## src/shared/lsad_regs.svh

```systemverilog
// Register offsets, field positions and reset values of the segment attribute decoder.
`ifndef LSAD_REGS_SVH
`define LSAD_REGS_SVH

// ----------------------------------------------------------------------------
// Register indices (byte address is four times the index)
// ----------------------------------------------------------------------------
`define LSAD_IDX_ATTR_MAP_0   8'h59
`define LSAD_IDX_ATTR_MAP_1   8'h5A
`define LSAD_IDX_ATTR_MAP_2   8'h5B
`define LSAD_IDX_ATTR_MAP_3   8'h5C
`define LSAD_IDX_ATTR_MAP_4   8'h5D
`define LSAD_IDX_ATTR_MAP_5   8'h5E
`define LSAD_IDX_ATTR_MAP_6   8'h5F
`define LSAD_NUM_REGS         7
`define LSAD_NUM_SEGS         14
`define LSAD_ATTR_RESET       8'h00

// ----------------------------------------------------------------------------
// Field positions inside one 4-bit segment field
// ----------------------------------------------------------------------------
`define LSAD_FLD_READ         0
`define LSAD_FLD_WRITE        1
`define LSAD_FLD_CACHE        2
`define LSAD_FIELD_MASK       8'h77

// ----------------------------------------------------------------------------
// Address window of the legacy range
// ----------------------------------------------------------------------------
`define LSAD_VIDEO_BASE       20'hA0000
`define LSAD_EXP_BASE         20'hC0000
`define LSAD_BIOS_BASE        20'hF0000

`endif

```

## src/shared/lsad_pkg.sv

```systemverilog
// Types shared by the segment attribute decoder modules.
package lsad_pkg;

	typedef enum logic [1:0] {
		LSAD_DEST_NONE,
		LSAD_DEST_DRAM,
		LSAD_DEST_PCI
	} lsad_dest_e;

	typedef struct packed {
		logic cache;
		logic write;
		logic read;
	} lsad_attr_s;

endpackage

```

## src/shared/lsad_seg_if.sv

```systemverilog
// Carries the attribute looked up for one access between the decoder and its lookup.
interface lsad_seg_if;
	import lsad_pkg::*;
	logic [31:0] addr;
	logic        in_range;
	logic        fixed_pci;
	lsad_attr_s  attr;

	modport lookup (input addr, output in_range, output fixed_pci, output attr);
	modport user   (output addr, input in_range, input fixed_pci, input attr);
endinterface

```

## src/design/lsad_seg_lookup.sv

```systemverilog
// Combinational lookup of segment attributes from an access address.
`include "lsad_regs.svh"

module lsad_seg_lookup (
	// Attribute registers
	input  wire logic [7:0] i_attr [`LSAD_NUM_REGS],
	// Lookup channel
	lsad_seg_if.lookup      seg
);
	import lsad_pkg::*;

	logic [3:0] field;
	logic [2:0] reg_idx;
	logic       hi_half;

	// ------------------------------------------------------------------------
	// Segment select
	// ------------------------------------------------------------------------
	always_comb begin
		seg.in_range  = 1'b0;
		seg.fixed_pci = 1'b0;
		reg_idx       = 3'd0;
		hi_half       = 1'b0;
		if (seg.addr[31:20] == 12'h000 && seg.addr[19:0] >= `LSAD_VIDEO_BASE) begin
			if (seg.addr[19:0] < `LSAD_EXP_BASE) begin
				seg.fixed_pci = 1'b1;
			end else if (seg.addr[19:0] >= `LSAD_BIOS_BASE) begin
				seg.in_range = 1'b1;
				reg_idx      = 3'd0;
				hi_half      = 1'b1;
			end else begin
				// 16 KB segments from C0000h: two per register starting at the second.
				seg.in_range = 1'b1;
				reg_idx      = 3'(seg.addr[17:15] + 3'd1);
				hi_half      = seg.addr[14];
			end
		end
		field = hi_half ? i_attr[reg_idx][7:4] : i_attr[reg_idx][3:0];
		seg.attr.read  = seg.in_range & field[`LSAD_FLD_READ];
		seg.attr.write = seg.in_range & field[`LSAD_FLD_WRITE];
		seg.attr.cache = seg.in_range & field[`LSAD_FLD_CACHE];
	end

endmodule

```

## src/design/lsad_top.sv

```systemverilog
// Legacy 640 KB to 1 MB segment attribute decoder with APB register access.
`include "lsad_regs.svh"

// Operation
// Seven byte attribute registers, reset zero, hold three bits for fourteen segments.
// Read-route bit set sends processor reads to DRAM, else to PCI.
// Write-route bit set sends processor writes to DRAM, else to PCI.
// Cache-allow bit set marks processor accesses first-level cacheable.
// Software never sets cache-allow while read-route is clear.
// Cache-allow with write-route clear is cacheable only for code reads.
// Read-only segment writes go to PCI; reads come from DRAM.
// Read-only segments are never allocated or served by second-level cache.
// Write-only segment reads skip DRAM and L2 and go to PCI.
// Write-only segment writes are served by DRAM and L2; PCI master writes there are claimed with o_pci_l2_en off.
// Read/write segment accesses from processor or PCI use DRAM and L2.
// Disabled segment accesses are ignored by DRAM and cache, go to PCI.
// Each register holds two 4-bit fields: read, write, cache, reserved.
// PCI writes claimed only if writable, reads only if readable.
// Attributes decoded every cycle; updates apply at the next access.
module lsad_top (
	// Clock and reset
	input  wire logic        i_clk,
	input  wire logic        i_reset_n,
	// APB slave
	input  wire logic        i_psel,
	input  wire logic        i_penable,
	input  wire logic        i_pwrite,
	input  wire logic [11:0] i_paddr,
	input  wire logic [31:0] i_pwdata,
	input  wire logic [3:0]  i_pstrb,
	output logic      [31:0] o_prdata,
	output logic             o_pready,
	output logic             o_pslverr,
	// Processor access
	input  wire logic        i_cpu_valid,
	input  wire logic        i_cpu_write,
	input  wire logic        i_cpu_code,
	input  wire logic [31:0] i_cpu_addr,
	output lsad_pkg::lsad_dest_e o_cpu_dest,
	output logic             o_cpu_l2_en,
	output logic             o_cpu_l1_cacheable,
	// PCI master access
	input  wire logic        i_pci_valid,
	input  wire logic        i_pci_write,
	input  wire logic [31:0] i_pci_addr,
	output logic             o_pci_claim,
	output logic             o_pci_l2_en
);
	import lsad_pkg::*;

	// ------------------------------------------------------------------------
	// Attribute registers
	// ------------------------------------------------------------------------
	logic [7:0]  attr_q [`LSAD_NUM_REGS];
	logic [7:0]  attr_d [`LSAD_NUM_REGS];
	logic [31:0] prdata_q, prdata_d;
	logic        pready_q, pready_d;
	logic        pslverr_q, pslverr_d;
	logic [9:0]  reg_index;
	logic        hit;
	logic [2:0]  sel;
	logic        setup_phase;
	logic        access_phase;
	logic        wr_fire;
	logic [7:0]  wr_byte;
	logic [7:0]  rd_byte;
	logic [6:0]  wr_en;

	assign reg_index = i_paddr[11:2];

	// ------------------------------------------------------------------------
	// Register index decode
	// ------------------------------------------------------------------------
	// Each index is matched on its own, so an index between banks or a byte
	// address that is not word aligned can never alias one of the maps.
	always_comb begin
		hit = 1'b0;
		sel = 3'd0;
		if (i_paddr[1:0] == 2'b00) begin
			unique case (reg_index)
				{2'b00, `LSAD_IDX_ATTR_MAP_0}: begin
					hit = 1'b1;
					sel = 3'd0;
				end
				{2'b00, `LSAD_IDX_ATTR_MAP_1}: begin
					hit = 1'b1;
					sel = 3'd1;
				end
				{2'b00, `LSAD_IDX_ATTR_MAP_2}: begin
					hit = 1'b1;
					sel = 3'd2;
				end
				{2'b00, `LSAD_IDX_ATTR_MAP_3}: begin
					hit = 1'b1;
					sel = 3'd3;
				end
				{2'b00, `LSAD_IDX_ATTR_MAP_4}: begin
					hit = 1'b1;
					sel = 3'd4;
				end
				{2'b00, `LSAD_IDX_ATTR_MAP_5}: begin
					hit = 1'b1;
					sel = 3'd5;
				end
				{2'b00, `LSAD_IDX_ATTR_MAP_6}: begin
					hit = 1'b1;
					sel = 3'd6;
				end
				default: begin
					hit = 1'b0;
					sel = 3'd0;
				end
			endcase
		end
	end

	// ------------------------------------------------------------------------
	// Register bus handshake
	// ------------------------------------------------------------------------
	// The slave answers in the first access cycle, so every transfer is two cycles.
	// A write lands only at the edge that completes its transfer; a master that
	// keeps penable up after the answer cannot store the same word twice.
	always_comb begin
		setup_phase  = i_psel && !i_penable;
		access_phase = i_psel && i_penable && pready_q;
		wr_fire      = access_phase && i_pwrite && hit && i_pstrb[0];
		wr_byte      = i_pwdata[7:0] & `LSAD_FIELD_MASK;
	end

	// ------------------------------------------------------------------------
	// Write enables and read back
	// ------------------------------------------------------------------------
	// One write enable per map register, so no register is ever indexed out of range.
	always_comb begin
		for (int i = 0; i < `LSAD_NUM_REGS; i++) begin
			wr_en[i] = wr_fire && (sel == 3'(i));
		end
	end

	// Reserved bits are never stored, but the mask is applied again on read back.
	always_comb begin
		rd_byte = 8'h00;
		for (int i = 0; i < `LSAD_NUM_REGS; i++) begin
			if (sel == 3'(i)) begin
				rd_byte = attr_q[i] & `LSAD_FIELD_MASK;
			end
		end
	end

	// Read data and error are registered at the setup edge; the error stands for the one
	// access cycle, read data holds until the next setup, and a refused read returns zero.
	always_comb begin
		attr_d    = attr_q;
		prdata_d  = prdata_q;
		pready_d  = 1'b0;
		pslverr_d = 1'b0;
		if (setup_phase) begin
			pready_d  = 1'b1;
			pslverr_d = !hit;
			prdata_d  = 32'h0000_0000;
			if (hit && !i_pwrite) begin
				prdata_d = {24'h00_0000, rd_byte};
			end
		end
		for (int i = 0; i < `LSAD_NUM_REGS; i++) begin
			if (wr_en[i]) begin
				attr_d[i] = wr_byte;
			end
		end
	end

	always_ff @(posedge i_clk or negedge i_reset_n) begin
		if (!i_reset_n) begin
			for (int i = 0; i < `LSAD_NUM_REGS; i++) begin
				attr_q[i] <= `LSAD_ATTR_RESET;
			end
			prdata_q  <= 32'h0000_0000;
			pready_q  <= 1'b0;
			pslverr_q <= 1'b0;
		end else begin
			attr_q    <= attr_d;
			prdata_q  <= prdata_d;
			pready_q  <= pready_d;
			pslverr_q <= pslverr_d;
		end
	end

	assign o_prdata  = prdata_q;
	assign o_pready  = pready_q;
	assign o_pslverr = pslverr_q;

	// ------------------------------------------------------------------------
	// Lookups
	// ------------------------------------------------------------------------
	lsad_seg_if cpu_seg ();
	lsad_seg_if pci_seg ();

	assign cpu_seg.addr = i_cpu_addr;
	assign pci_seg.addr = i_pci_addr;

	// The lookup is purely combinational, so no flush follows a register write.
	lsad_seg_lookup u_cpu_lookup (
		.i_attr (attr_q),
		.seg    (cpu_seg)
	);
	lsad_seg_lookup u_pci_lookup (
		.i_attr (attr_q),
		.seg    (pci_seg)
	);

	// ------------------------------------------------------------------------
	// Processor routing
	// ------------------------------------------------------------------------
	lsad_dest_e cpu_dest_q, cpu_dest_d;
	logic       cpu_l2_q, cpu_l2_d;
	logic       cpu_l1_q, cpu_l1_d;
	logic       to_dram;
	logic       cpu_read_only;
	logic       cpu_write_only;
	logic       cpu_read_write;
	logic       cpu_disabled;
	logic       cpu_code_read;

	// Read/write class of the addressed segment; the cache bit is kept apart from it.
	always_comb begin
		cpu_read_only  = cpu_seg.attr.read && !cpu_seg.attr.write;
		cpu_write_only = !cpu_seg.attr.read && cpu_seg.attr.write;
		cpu_read_write = cpu_seg.attr.read && cpu_seg.attr.write;
		cpu_disabled   = !cpu_seg.attr.read && !cpu_seg.attr.write;
		cpu_code_read  = i_cpu_code && !i_cpu_write;
	end

	// ------------------------------------------------------------------------
	// Processor destination
	// ------------------------------------------------------------------------
	always_comb begin
		cpu_dest_d = LSAD_DEST_NONE;
		cpu_l2_d   = 1'b0;
		cpu_l1_d   = 1'b0;
		to_dram    = 1'b0;
		if (i_cpu_valid) begin
			if (cpu_seg.fixed_pci) begin
				cpu_dest_d = LSAD_DEST_PCI;
			end else if (!cpu_seg.in_range) begin
				cpu_dest_d = LSAD_DEST_DRAM;
				cpu_l2_d   = 1'b1;
				cpu_l1_d   = 1'b1;
			end else begin
				to_dram = i_cpu_write ? cpu_seg.attr.write : cpu_seg.attr.read;
				if (cpu_disabled) begin
					to_dram = 1'b0;
				end
				if (cpu_read_only) begin
					to_dram  = !i_cpu_write;
					cpu_l2_d = 1'b0;
				end
				if (cpu_write_only) begin
					to_dram  = i_cpu_write;
					cpu_l2_d = i_cpu_write;
				end
				if (cpu_read_write) begin
					to_dram  = 1'b1;
					cpu_l2_d = 1'b1;
				end
				cpu_dest_d = to_dram ? LSAD_DEST_DRAM : LSAD_DEST_PCI;
				// Code-only caching keeps a write-protected segment out of the data
				// cache, so a write that goes to PCI never leaves a stale line.
				if (cpu_seg.attr.cache) begin
					cpu_l1_d = cpu_seg.attr.write ? 1'b1 : cpu_code_read;
				end
			end
		end
	end

	always_ff @(posedge i_clk or negedge i_reset_n) begin
		if (!i_reset_n) begin
			cpu_dest_q <= LSAD_DEST_NONE;
			cpu_l2_q   <= 1'b0;
			cpu_l1_q   <= 1'b0;
		end else begin
			cpu_dest_q <= cpu_dest_d;
			cpu_l2_q   <= cpu_l2_d;
			cpu_l1_q   <= cpu_l1_d;
		end
	end

	assign o_cpu_dest         = cpu_dest_q;
	assign o_cpu_l2_en        = cpu_l2_q;
	assign o_cpu_l1_cacheable = cpu_l1_q;

	// ------------------------------------------------------------------------
	// PCI master claim
	// ------------------------------------------------------------------------
	logic pci_claim_q, pci_claim_d;
	logic pci_l2_q, pci_l2_d;
	logic pci_readable;
	logic pci_writable;
	logic pci_shared;

	// ------------------------------------------------------------------------
	// PCI master view of the segment
	// ------------------------------------------------------------------------
	// A master only sees a segment that the processor could reach the same way;
	// claiming anything else would hide the ROM that answers there.
	always_comb begin
		pci_readable = pci_seg.in_range && pci_seg.attr.read;
		pci_writable = pci_seg.in_range && pci_seg.attr.write;
		pci_shared   = pci_readable && pci_writable;
	end

	always_comb begin
		pci_claim_d = 1'b0;
		pci_l2_d    = 1'b0;
		if (i_pci_valid && !pci_seg.fixed_pci) begin
			if (pci_seg.in_range) begin
				pci_claim_d = i_pci_write ? pci_writable : pci_readable;
				pci_l2_d    = pci_claim_d && pci_shared;
			end else begin
				pci_claim_d = 1'b1;
				pci_l2_d    = 1'b1;
			end
		end
	end

	always_ff @(posedge i_clk or negedge i_reset_n) begin
		if (!i_reset_n) begin
			pci_claim_q <= 1'b0;
			pci_l2_q    <= 1'b0;
		end else begin
			pci_claim_q <= pci_claim_d;
			pci_l2_q    <= pci_l2_d;
		end
	end

	assign o_pci_claim = pci_claim_q;
	assign o_pci_l2_en = pci_l2_q;

endmodule

```

## config.mk

```make
export PLATFORM = sky130hd
export DESIGN_NAME = lsad_top
export DESIGN_NICKNAME = d
export VERILOG_FILES = /design/src/shared/lsad_pkg.sv /design/src/shared/lsad_seg_if.sv /design/src/design/lsad_seg_lookup.sv /design/src/design/lsad_top.sv
export VERILOG_INCLUDE_DIRS = /design/src /design/src/shared
export SDC_FILE = /design/constraint.sdc
export NUM_CORES = 1
export LEC_CHECK = 0
export BUFFER_PORTS_ARGS = -buffer_cell sky130_fd_sc_hd__clkbuf_2
export CAP_MARGIN = 20
export CORE_AREA = 2 2 93 95
export DETAILED_ROUTE_END_ITERATION = 10
export DIE_AREA = 0 0 95 97
export GPL_TIMING_DRIVEN = 0
export PLACE_DENSITY_LB_ADDON = 0.2
export SLEW_MARGIN = 10
export SYNTH_ARGS = -nofsm -noshare
export SYNTH_HDL_FRONTEND = slang
export SYNTH_HIERARCHICAL = 1
export SYNTH_SLANG_ARGS = --single-unit
export TNS_END_PERCENT = 1
```

## constraint.sdc

```tcl
create_clock -name i_clk -period 3.1 [get_ports i_clk]
set_clock_uncertainty 0.15 [all_clocks]
set_input_delay 0.775 -clock i_clk [delete_from_list [all_inputs] [get_ports i_clk]]
set_output_delay 0.775 -clock i_clk [all_outputs]
set_load 0.05 [all_outputs]
```

==> results.ini <==
[pwr]
p_int_mw = 1.007
switching_share_pct = 33.06
peakVddDrop_v = 0.0002050
power_mw = 1.504
p_leak_nw = 2.378
p_per_area_nw_per_um2 = 297.2
seqPwrFrac_pct = 48.9
pwr-share-comb_pct = 22.9
clockPowerShare_pct = 28.2
p_switching_uw = 497.4

[setup_path]
crit_chain = buf_6 > or4b_4 > or4_4 > clkinv_4 > buf_12 > nand2_4 > mux2_4 > a221oi_2 > o41ai_2 > mux2i_1 > and2_1 > o21a_1
reg2reg_to = attr_q[48]$_DFFE_PN0P_
worstPathArrival_ns = 3.35
cp-start-kind = input pin
critPathCapture = o_cpu_dest[1]$_DFF_PN0_
endpoint_kind = flop
rrSetupSlack_ns = 0.66
crit_start = i_cpu_addr[23]
critical_path_peak_fanout = 5
r2r-start = o_pready$_DFF_PN0_
crit_required_ns = 3.21
worstSetupPathType = input pin to flop
slowest_delay_ns = 0.58
cp_slowest_cell = or4_4
reg2reg_depth = 6

[die]
initial_core_util_pct = 51.16
die-area_sq_um = 9215
dieHeight_um = 97
rows = 33
ios = 162
fp.dieW_um = 95
core-area_sq_um = 8134

[sta]
hold_slack_ns = 0.3994
tightest_slew_ns = 0.9292
max_freq_mhz = 309.1
fin_crit_ns = 3.235
grt_setup_unrepaired = yes
hold_violations = 0
slew_violations = 0
fin_crit_sh_pct = 104.4
finalSetupViolCount = 6
relSlewSlack_pct = 37.48
fin_ws_ns = -0.1352

[routing]
post_drt_wl_per_cell_um = 19.39
drt_iter0_markers = 262
drcViolationCount = 0
first_pass_iters = 5
dr_total_vias = 4095
routed_wl_um = 12990
viasPerCell = 6.112
ant_nets = 0

[run_status]
status = finished, violations left
violations = negative setup slack

[clock_network]
hold_buffers = 0
cts_htree_levels = 2
insertion_delay_ns = 0.33
clock_path_buffers = 2
numClockSinks = 56
cts_tree = built
cts.clk_slew.worst_paths_ns = 0.10
cts_inserted_buffers = 5
cts_root_buffer = clkbuf_8

[synthesis]
yosysWarnings = 6
synth_area_per_cell_sq_um = 9.227
synth_cells = 451
syn_area_sq_um = 4161

[placed_design]
gp_congestion = 0.9536
dpl.cell_count = 659
portBuffers = 78
dp_hpwl_um = 9281

[finish]
fin_cells = 670
drive_above_1_share_pct = 36.28
antennaDiodeCount = 0
area_growth_pct = 21.62
nets = 688

[grt]
grt_overflow = 0
track_usage_pct = 28.12
grt_first_pass_wirelength_um = 19960
grt_pass1_vias = 3950
antenna_found_initial = 0
grt_max_degree = 57

[worst_hold_path]
hold_class = input pin to asynchronous set/reset pin

[flow_run]
maxCapViolCount = 0

[worst min path at each step]
stage / startpoint / to / slack, ns / depth (start not counted)
after floorplan: i_reset_n / attr_q[0]$_DFFE_PN0P_ / 0.33 / 0
after global placement: attr_q[42]$_DFFE_PN0P_ / attr_q[42]$_DFFE_PN0P_ / 0.37 / 1
after detailed placement: attr_q[42]$_DFFE_PN0P_ / attr_q[42]$_DFFE_PN0P_ / 0.38 / 1
after CTS: attr_q[42]$_DFFE_PN0P_ / attr_q[42]$_DFFE_PN0P_ / 0.41 / 1
after global routing: attr_q[22]$_DFFE_PN0P_ / attr_q[22]$_DFFE_PN0P_ / 0.43 / 1
final: i_reset_n / attr_q[5]$_DFFE_PN0P_ / 0.40 / 1
[placed cells by master (no fill, tap or decap), types with 5 or more instances in the layout]
master,instances
nand2b_1,10
inv_1,9
a21oi_1,12
dfrtp_1,56
mux2_4,8
nand4_1,14
clkbuf_8,5
o31a_1,5
nor3_1,6
mux2_2,36
or2_2,6
nand2_1,30
clkbuf_2,75
or4_1,7
a31oi_1,7
o2bb2ai_1,5
nor2_1,32
a221oi_1,8
buf_4,30
conb_1,26
mux2i_1,13
clkbuf_1,18
nand3_1,23
o211ai_1,7
o21ai_0,21
a41oi_1,5
a22oi_1,5
[routing by layer]
metal	GRT usage (%)	vias to the layer above	part of all wire (%)
li1	-	1871	-
met1	36.07	1944	40
met2	45.06	220	47
met3	4.361	60	7.9
met4	15.05	0	5.1
met5	0	-	0
[critical path: cells and delay by family]
family | cells | cell delay [ns]
mux | 2 | 0.46
compound gates | 3 | 0.51
simple gates | 4 | 1.33
buf+inv | 3 | 0.28
[registers in the layout (all words and copies together), names as in the netlist]
register / cells
o_pci_claim: 1
o_pci_l2_en: 1
attr_q: 42
o_pslverr: 1
o_cpu_l1_cacheable: 1
o_pready: 1
o_prdata: 6
o_cpu_l2_en: 1
o_cpu_dest: 2
[final cells by class]
cell class / instances / area, sq um
Clock inverter: 3 / 22.52
Buffer: 52 / 337.8
Fill cell: 722 / 3073
Multi-Input combinational cell: 356 / 2623
Sequential cell: 56 / 1401
Timing Repair Buffer: 82 / 429.2
Clock buffer: 5 / 68.82
Inverter: 11 / 47.55
Tap cell: 105 / 131.4
[what timing repair did]
item,4_1_cts,5_1_grt
buffers inserted,5,0
gates cloned,0,0
setup endpoints to repair,6,6
pin swaps,6,11
gates resized for setup,8,19
endpoints found under the hold margin,0,0
[power groups by stage]
stage                     sequential [mW]  clock [mW]  combinational [mW]
after CTS                           0.736       0.427               0.332
final                               0.736       0.424               0.344
after detailed placement            0.750           0               0.328
after global routing                0.737       0.464               0.370
after floorplan                     0.768           0               0.207
after global placement              0.750           0               0.324
[per-stage QoR]
stage	setup TNS (ns)	instance area (sq um)	utilization (%)	setup slack, ns
after floorplan	-1.315	4297	-	-0.3034
after global placement	-6.561	4818	59.24	-0.6309
after detailed placement	-6.541	4821	59.27	-0.6230
after CTS	-0.5752	4979	61.21	-0.1376
after global routing	-0.9702	5061	62.22	-0.2381
final	-0.5492	5061	62.22	-0.1352
(Power assumes the default switching activity.)
